<file path="src/rtl/charger_consts.vh">
// constants for the charger state and status logic
`ifndef CHARGER_CONSTS_VH
`define CHARGER_CONSTS_VH
// register offsets (4-bit address)
`define ADDR_CTRL 4'h0
`define ADDR_STATUS 4'h1
`define ADDR_DETAIL 4'h2
`define ADDR_IRQ 4'h3
`define ADDR_WDCLR 4'h4
`define ADDR_ILIM 4'h5
// control register fields
`define CTRL_IND_EN 0
`define CTRL_WD_EN 1
`define CTRL_CHG_ON 2
`define CTRL_RESET 8'h05
// input current limit setting, 500 mA default in 33.3 mA steps
`define ILIM_RESET 8'h0f
// input-off current code for 33.3 mA
`define ILIM_OFF 8'h01
// watchdog clear value
`define WD_CLR_VAL 8'h01
// detail codes
`define DTL_DEADBATT 4'h0
`define DTL_FASTCC 4'h1
`define DTL_FASTCV 4'h2
`define DTL_TOPOFF 4'h3
`define DTL_DONE 4'h4
`define DTL_TIMERFLT 4'h6
`define DTL_WDSUSP 4'hb
// timing: times in microseconds, clock 20 MHz
`define CLK_MHZ 20
`define BLINK_PERIOD_US 1000000
`define BLINK_SHORT_US 50000
`define BLINK_PERIOD_CYC (`BLINK_PERIOD_US * `CLK_MHZ)
`define BLINK_SHORT_CYC (`BLINK_SHORT_US * `CLK_MHZ)
`define BLINK_HALF_CYC (`BLINK_PERIOD_CYC / 2)
`endif

</file>
<file path="src/rtl/charger_state_status_logic.v">
// charger state machine, indicator, adapter class and status reporting
`timescale 1ns/100ps
`include "charger_consts.vh"
module charger_state_status_logic #(
  parameter DEGLITCH_CYC = 32'd600000,
  parameter PREQUAL_CYC = 32'd36000000,
  parameter WATCHDOG_CYC = 32'd1600000000,
  parameter BLINK_PERIOD = `BLINK_PERIOD_CYC,
  parameter BLINK_SHORT = `BLINK_SHORT_CYC,
  parameter BLINK_HALF = `BLINK_HALF_CYC
) (
  // clock, reset, enable
  input wire mclk,
  input wire rst,
  input wire ce,
  // global shutdown event
  input wire global_shutdown,
  // analog comparator results
  input wire source_valid,
  input wire battery_detect_n,
  input wire above_deadbatt,
  input wire above_lowbatt,
  input wire above_batt_reg,
  input wire input_below_reg,
  input wire vreg_active,
  // otp polarity of protection driver
  input wire otp_ovp_polarity,
  // adapter detection signature
  input wire [2:0] adapter_sig,
  // register port
  input wire [3:0] addr,
  input wire [7:0] wdata,
  input wire wr,
  input wire rd,
  output reg [7:0] rdata,
  // outputs
  output reg charge_indicator_out,
  output reg buck_on,
  output reg charger_input_on,
  output reg ovp_drive,
  output reg charger_irq,
  output reg bypass_irq,
  output reg [2:0] adapter_type
);
  // one-hot charge states
  // the state word is also what software reads back as status,
  // so every state keeps exactly one bit set
  // idle: no source, no battery, or charger switched off
  // dead: battery below the dead threshold, short blink
  // low: battery between dead and low threshold, short blink
  // fast cc: constant current, indicator steady on
  // fast cv: constant voltage, indicator steady on
  // timer fault: prequal lasted too long, left by chg_on clear
  // watchdog suspend: host stopped servicing, left by clear write
  // topoff and done are handled outside this block
  localparam ST_IDLE = 7'b0000001;
  localparam ST_DEADB = 7'b0000010;
  localparam ST_LOWB = 7'b0000100;
  localparam ST_FASTCC = 7'b0001000;
  localparam ST_FASTCV = 7'b0010000;
  localparam ST_TFAULT = 7'b0100000;
  localparam ST_WDSUSP = 7'b1000000;
  // adapter types
  // the class code equals the detection signature for known sources,
  // anything outside the five classes reads as no adapter
  localparam AD_NONE = 3'd0;
  localparam AD_DCP = 3'd1;
  localparam AD_NCDCP = 3'd2;
  localparam AD_CDP = 3'd3;
  localparam AD_SDP_LO = 3'd4;
  localparam AD_SDP_HI = 3'd5;

  reg [6:0] state_q; // charge state
  reg [6:0] state_d;
  reg [7:0] ctrl_q; // control bits
  reg [7:0] ilim_q; // input current limit setting
  reg [31:0] dg_cnt_q; // deglitch counter
  reg dg_done_q; // deglitch already reported
  reg [31:0] pq_cnt_q; // prequal timer
  reg [31:0] wd_cnt_q; // watchdog timer
  reg [31:0] blink_q; // blink phase counter
  reg charger_ok_flag_q; // charger ok
  reg bypass_ok_flag_q; // bypass ok
  reg [3:0] charger_detail_field_q; // charger detail
  reg [3:0] bypass_detail_field_q; // bypass detail
  reg vreg_prev_q; // regulation edge detect
  reg ind_d; // next indicator level
  // watchdog has run out while enabled
  wire wd_expired;
  // battery seen on the detect pin
  wire bat_present;
  // reset or global shutdown
  wire shutdown;

  // battery present when detect pin is pulled low
  // an open pin floats high, so absence is the safe default
  // shutdown merges the reset pin and the global shutdown event,
  // both put every control bit back to its reset value
  // the watchdog only counts while software has enabled it
  assign bat_present = ~battery_detect_n;
  assign shutdown = rst | global_shutdown;
  assign wd_expired = ctrl_q[`CTRL_WD_EN] && (wd_cnt_q >= WATCHDOG_CYC);

  // decode of signature to adapter class
  // kept as a function so the mapping lives in one place
  // and unknown codes always fall to no adapter
  function [2:0] classify;
    input [2:0] sig;
    begin
      case (sig)
        3'd1: classify = AD_DCP;
        3'd2: classify = AD_NCDCP;
        3'd3: classify = AD_CDP;
        3'd4: classify = AD_SDP_LO;
        3'd5: classify = AD_SDP_HI;
        default: classify = AD_NONE;
      endcase
    end
  endfunction

  // next charge state
  // priority inside each charging state: watchdog first, then
  // timeout, then battery voltage progress
  // a watchdog expiry must win so a hung host always stops charge
  // source or battery loss overrides everything at the end
  always @* begin
    state_d = state_q;
    case (state_q)
      // idle: wait for source, battery and charger switched on,
      // then enter the state that matches the battery voltage
      ST_IDLE: begin
        // only start with valid source and battery present
        if (source_valid && bat_present && ctrl_q[`CTRL_CHG_ON]) begin
          state_d = above_deadbatt ? (above_lowbatt ? ST_FASTCC : ST_LOWB) : ST_DEADB;
        end
      end
      // dead battery prequalification
      ST_DEADB: begin
        if (wd_expired) begin
          state_d = ST_WDSUSP;
        end else if (pq_cnt_q >= PREQUAL_CYC) begin
          state_d = ST_TFAULT;
        end else if (above_deadbatt) begin
          state_d = ST_LOWB;
        end
      end
      // low battery prequalification, shares the prequal timeout
      ST_LOWB: begin
        if (wd_expired) begin
          state_d = ST_WDSUSP;
        end else if (pq_cnt_q >= PREQUAL_CYC) begin
          state_d = ST_TFAULT;
        end else if (above_lowbatt) begin
          state_d = ST_FASTCC;
        end
      end
      // fast charge constant current
      ST_FASTCC: begin
        if (wd_expired) begin
          state_d = ST_WDSUSP;
        end else if (above_batt_reg) begin
          state_d = ST_FASTCV;
        end
      end
      // fast charge constant voltage, topoff is beyond this block
      ST_FASTCV: begin
        if (wd_expired) begin
          state_d = ST_WDSUSP;
        end
      end
      // timer fault: charging stays off until software restarts it
      ST_TFAULT: begin
        // leave by turning charger off
        if (!ctrl_q[`CTRL_CHG_ON]) begin
          state_d = ST_IDLE;
        end
      end
      // watchdog suspend: charging stays off until serviced
      ST_WDSUSP: begin
        // leave on watchdog clear write
        if (wr && addr == `ADDR_WDCLR && wdata == `WD_CLR_VAL) begin
          state_d = ST_IDLE;
        end
      end
      default: state_d = ST_IDLE;
    endcase
    // source removal returns to idle from any state
    if (!source_valid || !bat_present) begin
      state_d = ST_IDLE;
    end
  end

  // indicator pattern per state
  // short pulse at the start of each blink period in prequal,
  // steady on in fast charge, off everywhere else
  // the enable bit masks the pattern last so it always wins
  always @* begin
    ind_d = 1'b0;
    case (state_q)
      ST_DEADB, ST_LOWB: ind_d = (blink_q < BLINK_SHORT);
      ST_FASTCC, ST_FASTCV: ind_d = 1'b1;
      default: ind_d = 1'b0;
    endcase
    // topoff and done live outside this machine; off is the done pattern
    if (!ctrl_q[`CTRL_IND_EN]) begin
      ind_d = 1'b0;
    end
  end

  // state, timers and control registers
  // one clocked process holds all state so the clock enable
  // freezes everything in one place
  // shutdown is checked before the enable: a shutdown while
  // frozen still restores the control bits
  // every top-level output is a flip-flop of this process
  always @(posedge mclk) begin
    if (shutdown) begin
      ctrl_q <= `CTRL_RESET;
      ilim_q <= `ILIM_RESET;
      state_q <= ST_IDLE;
      dg_cnt_q <= 32'd0;
      dg_done_q <= 1'b0;
      pq_cnt_q <= 32'd0;
      wd_cnt_q <= 32'd0;
      blink_q <= 32'd0;
      charger_ok_flag_q <= 1'b0;
      bypass_ok_flag_q <= 1'b1;
      charger_detail_field_q <= 4'h8;
      bypass_detail_field_q <= 4'h0;
      vreg_prev_q <= 1'b0;
      charge_indicator_out <= 1'b0;
      buck_on <= 1'b0;
      charger_input_on <= 1'b0;
      ovp_drive <= 1'b0;
      charger_irq <= 1'b0;
      bypass_irq <= 1'b0;
      adapter_type <= AD_NONE;
      rdata <= 8'h00;
    end else if (ce) begin
      state_q <= state_d;
      // register writes
      // only control and limit are writable, other writes leave both registers unchanged
      if (wr) begin
        case (addr)
          `ADDR_CTRL: ctrl_q <= wdata;
          `ADDR_ILIM: ilim_q <= wdata;
          default: ctrl_q <= ctrl_q;
        endcase
      end
      // watchdog timer, cleared by host write
      // only the exact clear value restarts it, other values are ignored
      // the count stops at expiry so the flag cannot wrap away
      if (!ctrl_q[`CTRL_WD_EN] || (wr && addr == `ADDR_WDCLR && wdata == `WD_CLR_VAL)) begin
        wd_cnt_q <= 32'd0;
      end else if (!wd_expired) begin
        wd_cnt_q <= wd_cnt_q + 32'd1;
      end
      // deglitch restarts on every state change
      // a brief visit to dead or fast cc never raises its entry report
      // the counter saturates at the interval to avoid wrap
      if (state_d != state_q) begin
        dg_cnt_q <= 32'd0;
        dg_done_q <= 1'b0;
      end else if (dg_cnt_q < DEGLITCH_CYC) begin
        dg_cnt_q <= dg_cnt_q + 32'd1;
      end
      // prequal timer spans both prequal states
      // it is not restarted on the dead to low move, so a battery
      // stuck in prequal overall still times out
      if (state_q == ST_DEADB || state_q == ST_LOWB) begin
        pq_cnt_q <= pq_cnt_q + 32'd1;
      end else begin
        pq_cnt_q <= 32'd0;
      end
      // one second blink phase
      // free running, the indicator pattern picks its own window
      blink_q <= (blink_q >= BLINK_PERIOD - 1) ? 32'd0 : blink_q + 32'd1;
      // state-entry reports after deglitch
      // the irq output is a one-cycle pulse, cleared by default here
      // dg_done_q blocks a second report while the state holds
      charger_irq <= 1'b0;
      if (state_d == state_q && dg_cnt_q == DEGLITCH_CYC - 1 && !dg_done_q) begin
        dg_done_q <= 1'b1;
        if (state_q == ST_DEADB) begin
          charger_irq <= 1'b1;
          charger_ok_flag_q <= 1'b1;
          charger_detail_field_q <= `DTL_DEADBATT;
        end else if (state_q == ST_FASTCC) begin
          charger_irq <= 1'b1;
          charger_ok_flag_q <= 1'b1;
          charger_detail_field_q <= `DTL_FASTCC;
        end
      end
      // fault states report at once
      // no deglitch here: software must learn of a stop immediately
      if (state_d != state_q && state_d == ST_TFAULT) begin
        charger_irq <= 1'b1;
        charger_ok_flag_q <= 1'b0;
        charger_detail_field_q <= `DTL_TIMERFLT;
      end
      if (state_d != state_q && state_d == ST_WDSUSP) begin
        charger_irq <= 1'b1;
        charger_ok_flag_q <= 1'b0;
        charger_detail_field_q <= `DTL_WDSUSP;
      end
      // input-voltage regulation reporting
      // the irq pulses on the rising edge of regulation only,
      // while the ok flag and detail bit follow the level
      // the lower detail bits are kept while regulation holds
      vreg_prev_q <= vreg_active;
      bypass_irq <= vreg_active & ~vreg_prev_q;
      if (vreg_active) begin
        bypass_ok_flag_q <= 1'b0;
        bypass_detail_field_q <= {1'b1, bypass_detail_field_q[2:0]};
      end else begin
        bypass_ok_flag_q <= source_valid;
        bypass_detail_field_q <= 4'h0;
      end
      // converter in buck mode when a source appears
      // with default limit the source is held to the reset setting
      buck_on <= source_valid;
      // input off when limit at floor and voltage still low
      charger_input_on <= source_valid &&
        !(ilim_q <= `ILIM_OFF && input_below_reg);
      // protection driver follows otp polarity
      ovp_drive <= source_valid ^ otp_ovp_polarity;
      adapter_type <= source_valid ? classify(adapter_sig) : AD_NONE;
      charge_indicator_out <= ind_d;
      // read data, one cycle after strobe
      // rdata returns to zero after one cycle so a stale value
      // is never mistaken for a new read
      // unmapped addresses read as zero, the clear field is write only
      rdata <= 8'h00;
      if (rd) begin
        case (addr)
          `ADDR_CTRL: rdata <= ctrl_q;
          `ADDR_STATUS: rdata <= {1'b0, state_q};
          `ADDR_DETAIL: rdata <= {bypass_detail_field_q, charger_detail_field_q};
          `ADDR_IRQ: rdata <= {3'b000, adapter_type, bypass_ok_flag_q, charger_ok_flag_q};
          `ADDR_ILIM: rdata <= ilim_q;
          default: rdata <= 8'h00;
        endcase
      end
    end
  end
endmodule

</file>
<file path="config.mk">
export PLATFORM = sky130hd
export DESIGN_NAME = charger_state_status_logic
export DESIGN_NICKNAME = d
export VERILOG_FILES = /design/src/rtl/charger_state_status_logic.v
export VERILOG_INCLUDE_DIRS = /design/src /design/src/rtl
export SDC_FILE = /design/constraint.sdc
export NUM_CORES = 1
export LEC_CHECK = 0
export BUFFER_PORTS_ARGS = -buffer_cell sky130_fd_sc_hd__clkbuf_2
export CAP_MARGIN = 20
export CELL_PAD_IN_SITES_DETAIL_PLACEMENT = 0
export CELL_PAD_IN_SITES_GLOBAL_PLACEMENT = 1
export CORE_UTILIZATION = 42
export DETAILED_ROUTE_END_ITERATION = 10
export PLACE_DENSITY_LB_ADDON = 0.1
export SYNTH_ARGS = -nofsm -noshare
export SYNTH_HDL_FRONTEND = slang
export SYNTH_SLANG_ARGS = --single-unit
</file>
<file path="constraint.sdc">
create_clock -name mclk -period 2.9 [get_ports mclk]
set_clock_uncertainty 0.1 [all_clocks]
set_input_delay 0.29 -clock mclk [delete_from_list [all_inputs] [get_ports mclk]]
set_output_delay 0.29 -clock mclk [all_outputs]
set_load 0.02 [all_outputs]
</file>
* Yosys cells after proc, flatten, opt, wreduce, memory -nomap -nowiden *
Index checks and enable logic that the tools add are counted.

storage, ports and cells
  register bits = 177
  output and inout port bits = 17
  logic and storage cells = 138

cells by class
  equal/unequal tests = 24
  $add $sub $neg = 4
  order comparisons = 6
  bitwise logic cells = 5
  reduce and logical (&&, ||, !) cells = 31
  muxes and demuxes = 47

operator list
  kind                                                                                    count
  32-bit 2-to-1 mux                                                                       6
  32-bit by 1-bit adder with 32-bit output (second input constant)                        4
  7-bit 2-to-1 mux                                                                        13
  32-bit by 20-bit < comparator with 1-bit output (second input constant)                 2
  7-bit case mux with 7 select lines                                                      1
  8-bit case mux with 5 select lines                                                      1
  32-bit by 20-bit == test with 1-bit output (second input constant)                      1
  32-bit by 25-bit greater-or-equal comparator with 1-bit output (second input constant)  1
  32-bit by 26-bit greater-or-equal comparator with 1-bit output (second input constant)  1
  32-bit by 31-bit greater-or-equal comparator with 1-bit output (second input constant)  1
  4-bit 2-to-1 mux                                                                        8
  3-bit case mux with 5 select lines                                                      1
  7-bit by 6-bit == test with 1-bit output (second input constant)                        2
  7-bit == test (second input constant)                                                   2
  1-bit 2-to-1 mux                                                                        14
  1-bit logical AND                                                                       11
  3-bit AND reduction                                                                     3
  4-bit by 2-bit == test with 1-bit output (second input constant)                        2
  4-bit by 3-bit == test with 1-bit output (second input constant)                        2
  8-bit by 1-bit == test with 1-bit output (second input constant)                        1
  8-bit by 1-bit <= comparator with 1-bit output (second input constant)                  1
  8-bit 2-to-1 mux                                                                        1
  7-bit by 1-bit == test with 1-bit output (second input constant)                        1
  7-bit by 2-bit == test with 1-bit output (second input constant)                        1
  other kinds (24)                                                                        36

* Longest topological paths before layout *
  depth in word-level cells = 12
  gate-level depth with buffers = 13

* Least setup slack after synthesis *
No wires, ideal clock.

  kind = register -> register
  start = register wd_cnt_q[12]
  end = register wd_cnt_q[27]
  slack = -0.011 ns
  data arrival time = 2.683 ns
  buffers on the path = 2
  period minus slack after synthesis = 2.911 ns
  cell stages (with the launch flop) = 12
  path through = dfxtp_1 -> or4_1 -> o311a_1 -> o21ai_2 -> a21oi_2 -> nand4b_4 -> or4_4 -> buf_6 -> buf_6 -> nor3_2 -> xnor2_1 -> nor2_1

between the ends
  cells in the longest elaborated chain, start to end = 4
  elaborated cells between the ends (all ways) = 7
  classes of those cells = add/sub: 1; order compare: 1; eq/ne: 1; mux: 2; reduce/logical: 2

RTL lines
  item                                                            line                              RTL
  start, declared                                                 charger_state_status_logic.v:80   reg [31:0] wd_cnt_q;
  start signal, assigned                                          charger_state_status_logic.v:256  wd_cnt_q <= wd_cnt_q + 32'd1;
  32-bit by 31-bit greater-or-equal comparator with 1-bit output  charger_state_status_logic.v:102  assign wd_expired = ctrl_q[`CTRL_WD_EN] && (wd_cnt_q >= WATCHDOG_CYC);
  1-bit logical AND                                               charger_state_status_logic.v:102
  2-bit by 1-bit != test with 1-bit output (no line)              n/a
  2-bit AND reduction (no line)                                   n/a

Several ways; a longest one is shown, not always the timed one. The select of a mux whose other input is x is not followed.
A chain may end at the register's enable or synchronous reset.

* Worst setup path after layout *
  start = register pq_cnt_q[27]
  end = register dg_cnt_q[22]

between the ends
  cells in the longest elaborated chain, start to end = 8
  elaborated cells between the ends (all ways) = 11
  classes of those cells = order compare: 1; eq/ne: 1; mux: 7; reduce/logical: 2

RTL lines
  item                                                                line                                                                RTL
  start, declared                                                     charger_state_status_logic.v:79                                     reg [31:0] pq_cnt_q;
  start signal, assigned                                              charger_state_status_logic.v:271                                    pq_cnt_q <= pq_cnt_q + 32'd1;
  32-bit by 26-bit greater-or-equal comparator with 1-bit output (*)  charger_state_status_logic.v:141, charger_state_status_logic.v:151
  7-bit 2-to-1 mux, on equally long branches                          charger_state_status_logic.v:151, charger_state_status_logic.v:141
  7-bit 2-to-1 mux, on equally long branches                          charger_state_status_logic.v:149, charger_state_status_logic.v:139
  7-bit case mux with 7 select lines (*)                              charger_state_status_logic.v:128                                    case (state_q)
  7-bit 2-to-1 mux (*)                                                charger_state_status_logic.v:188                                    if (!source_valid || !bat_present) begin
  7-bit != test (*)                                                   charger_state_status_logic.v:261                                    if (state_d != state_q) begin
  2-bit nonzero test (no line)                                        n/a
  2-bit AND reduction (no line)                                       n/a
  end signal, assigned                                                charger_state_status_logic.v:265                                    dg_cnt_q <= dg_cnt_q + 32'd1;
  end, declared                                                       charger_state_status_logic.v:77                                     reg [31:0] dg_cnt_q;

Every way passes the cells marked *; elsewhere a longest branch is shown, timed or not.

==> metrics.md <==
| Metric | Value |
|---|---|
| Starting density of the core | `between 40% and 50%` |
| VDD IR max | `~0.26 mV` |
| Remaining global-route overflow | `0` |
| Share of layout cells above drive strength 1 | `24.62%` |
| ANT nets after route | `0` |
| Async set-reset flop share out of synthesis | `0%` |
| Antenna Cells | `0` |
| DRC viols | `0` |
| RSZ-0062 raised after global routing | `true` |
| Leak | `roughly 4.2 nW` |
| Setup Viol. Count Final | `36` |
| CP startpoint kind | `flop` |
| Power Density | `~450 mW/mm²` |
| Cell family with most CP delay | `simple AND/OR/NAND/NOR gates` |
| CTS Sinks | `~180` |
| CP Max Fanout | `7` |
| Worst path max stage delay | `550 ps` |
| Total CTS buffers | `17` |
| Multi-input gate area | `~0.0054 mm²` |
| Syn Nets | `approximately 1100` |
| Initial antenna violation count | `0` |
| Most used cell, CP | `buf_4` |
| Sequential area share after synthesis | `around 40%` |
| Chip width | `approximately 150 µm` |
| Final worst slack | `-116.5 ps` |
| Cell count after synthesis | `approximately 1100` |
| Failing checks | `negative setup slack` |
| Full die area | `about 0.022 mm²` |
| Slew at the pin closest to its max-slew limit | `approximately 610 ps` |
| Fin Hold WS | `between 15 and 20 ps` |
| Gr usage total | `between 20% and 30%` |
| Clock Latency Late Sink | `around 440 ps` |
| WL/cell | `approximately 15 µm` |
| Slowest CP cell | `or4b_4` |
| Flops & latches, synth | `about 180` |
| Synthesis-to-layout area growth | `28.18%` |
| Final nets | `around 1300` |
| Clk root buf | `clkbuf_16` |
| Mean Syn Cell Area | `8.139 µm²` |
| Synth Flop Type | `dfxtp_1` |
| Final core utilization | `a little under three fifths` |
| RePlAce Congestion | `between 0.8 and 0.9` |
| Cell-by-cell trace of the critical path | `or4b_4, a211oi_4, buf_4, a2111oi_4, buf_4, o211ai_1, a32oi_2, nand4_4, o21ai_1, buf_4, or3_4, a21oi_2` |
| Post-layout min period | `about 3000 ps` |
| Outcome | `finished, violations left` |
| CP endpoint kind | `flop` |
| Ys Warns | `0` |
| Number of synthesized flops with an enable pin | `0` |
| CTS tree | `built` |
| Core Box Area | `~0.02 mm²` |
| Clock Pin Slew Worst Setup and Hold Paths | `70 ps` |
| CTS Buffer Depth | `2` |
| H-tree Lvls | `4` |
| HP Class | `in2reg` |
| FILL cells | `just under 2000` |
| Period utilisation layout | `104.0%` |
| Io pins | `46` |
| Worst path required time | `between 3000 and 4000 ps` |
| Row cnt | `52` |
| WP data arrival | `3290 ps` |
| Die height | `approximately 150 µm` |
| DP Wirelength | `~16 mm` |
| Final hold viol count | `0` |
| Netlist cell types | `75` |
| Port Buffer Count | `45` |
| FF+latch area | `0.003532 mm²` |
| Max-Slew Margin vs Limit | `just under 60%` |
| Crit Path Class | `reg2reg` |
| Final Max Tran Viols | `0` |
| Largest net degree at the start of global routing | `33` |
| First-pass GRT wire length | `38.16 mm` |
| Initial DRC count | `about 460` |
| Via count | `8174` |
| Drt pass-1 iters | `5` |
| Vias per cell | `5.388` |
| F_max | `~330 MHz` |
| Vias in the first global route | `about 7700` |
| Number of max-cap violations | `0` |
| Area of the mapped netlist | `between 0.008 and 0.009 mm²` |
| Final wirelength | `23.16 mm` |
| Critical path buffer and inverter count | `3` |
-- synthesized netlist by cell type, types with 6 or more instances --
cell / count / area share, %
dfxtp_1: 176 / 40
nor2_1: 176 / 7.5
nand2_1: 108 / 4.6
xor2_1: 64 / 6.3
a21oi_1: 54 / 3.1
nand3_1: 52 / 2.9
clkbuf_1: 39 / 1.7
o21ai_0: 38 / 2.2
xnor2_1: 33 / 3.3
nand4_1: 28 / 2.0
nor3_1: 28 / 1.6
inv_1: 27 / 1.1
and3_1: 22 / 1.6
nor4_1: 19 / 1.3
mux2i_1: 15 / 1.7
or3_1: 15 / 1.1
a22oi_1: 13 / 1.1
and4_1: 10 / 0.99
a211oi_1: 9 / 0.77
and2_1: 9 / 0.64
o2111ai_1: 9 / 0.89
a31oi_1: 8 / 0.57
ha_1: 8 / 1.1
o21a_1: 8 / 0.68
buf_1: 6 / 0.26
o21ai_1: 6 / 0.34
-- stage by stage --
step	power, mW	setup slack [ps]	setup TNS [ps]	std cells	instance area, µm²
detailed placement	2.772	-273.7	-7175	1464	10080
CTS	5.111	-94.97	-1042	1512	10990
global route	5.277	-243.6	-6488	1517	11320
finish	5.085	-116.5	-1990	1517	11320
floorplan	2.651	5.581	0	1085	8837
global placement	2.772	-233.3	-5482	1464	10080
-- timing repair --
item	in CTS	in global routing
endpoints found under the hold margin	4	0
endpoints found under the setup margin	47	80
hold buffers	4	0
gates cloned	4	1
gates resized for setup	41	60
pin swaps	31	35
setup buffers	8	4
-- state kept, by name, indices dropped and copies added (netlist names) --
name,count
blink_q,32
dg_cnt_q,32
pq_cnt_q,32
wd_cnt_q,32
ctrl_q,8
ilim_q,8
rdata,8
state_q,7
charger_detail_field_q,4
adapter_type,3
buck_on,1
bypass_detail_field_q,1
bypass_irq,1
bypass_ok_flag_q,1
charge_indicator_out,1
charger_input_on,1
charger_irq,1
charger_ok_flag_q,1
dg_done_q,1
ovp_drive,1
-- worst register-to-register path, cell delays in order, from the launching register on --
cell and delay (ps):
dfxtp_1 310, or4b_4 550, a211oi_4 280, buf_4 170, a2111oi_4 40, buf_4 170, o211ai_1 290, a32oi_2 120
nand4_4 190, o21ai_1 90, buf_4 160, or3_4 360, a21oi_2 120
-- worst paths after layout --
path	from	to	slack [ps]	cells after the start
setup / recovery	pq_cnt_q[27]$_SDFFE_PP0P_	dg_cnt_q[22]$_SDFFE_PP0P_	-120	12
hold / removal	wdata[7]	ilim_q[7]$_SDFFE_PP0P_	20	3
setup reg to reg	pq_cnt_q[27]$_SDFFE_PP0P_	dg_cnt_q[22]$_SDFFE_PP0P_	-120	12
hold reg to reg	charge_indicator_out$_SDFFE_PP0P_	charge_indicator_out$_SDFFE_PP0P_	360	2
-- power breakdown --
part / switching [mW] / leakage (nW) / internal, mW
combinational: 0.206 / 2.52 / 0.137
sequential: 0.00816 / 1.42 / 2.42
clock: 1.07 / 0.292 / 1.24
total: 1.29 / 4.23 / 3.80
-- cell type report --
class / count / area share (%)
well taps: 270 / 2.984
clock buffers: 18 / 3.880
clock inverters: 14 / 1.293
repair buffers: 180 / 11.77
multi-input cells: 832 / 47.97
inverters: 27 / 0.8953
flip-flops and latches: 176 / 31.20
-- layout by cell type (no fill, tap or decap), types with 15 or more instances in the layout --
master,count
nand4_1,28
dfxtp_1,169
o21ai_0,33
mux2i_1,15
inv_1,27
nor2_1,169
clkbuf_2,45
xnor2_1,33
clkbuf_16,18
and3_1,22
nor4_1,15
nand3_1,51
xor2_1,64
a21oi_1,48
nor3_1,23
nand2_1,108
buf_4,118
-- kinds of logic after synthesis --
family / synth area share [%]
buffers and inverters: 3.740
and+or+nand+nor: 28.79
DFF: 39.90
xor gates and xnor gates: 9.620
AOI/OAI and AO/OA: 14.74
muxes: 2.083
adders and majority gates: 1.134
-- metal layers --
metal	part of all wire, %	up-vias	global-route usage (%)
met1	49	3839	29.74
met5	0	-	0
li1	-	4144	-
met4	1.5	0	7.113
met2	46	157	35.07
met3	3.5	34	3.571
No activity file was read; power rests on OpenSTA's default activity.
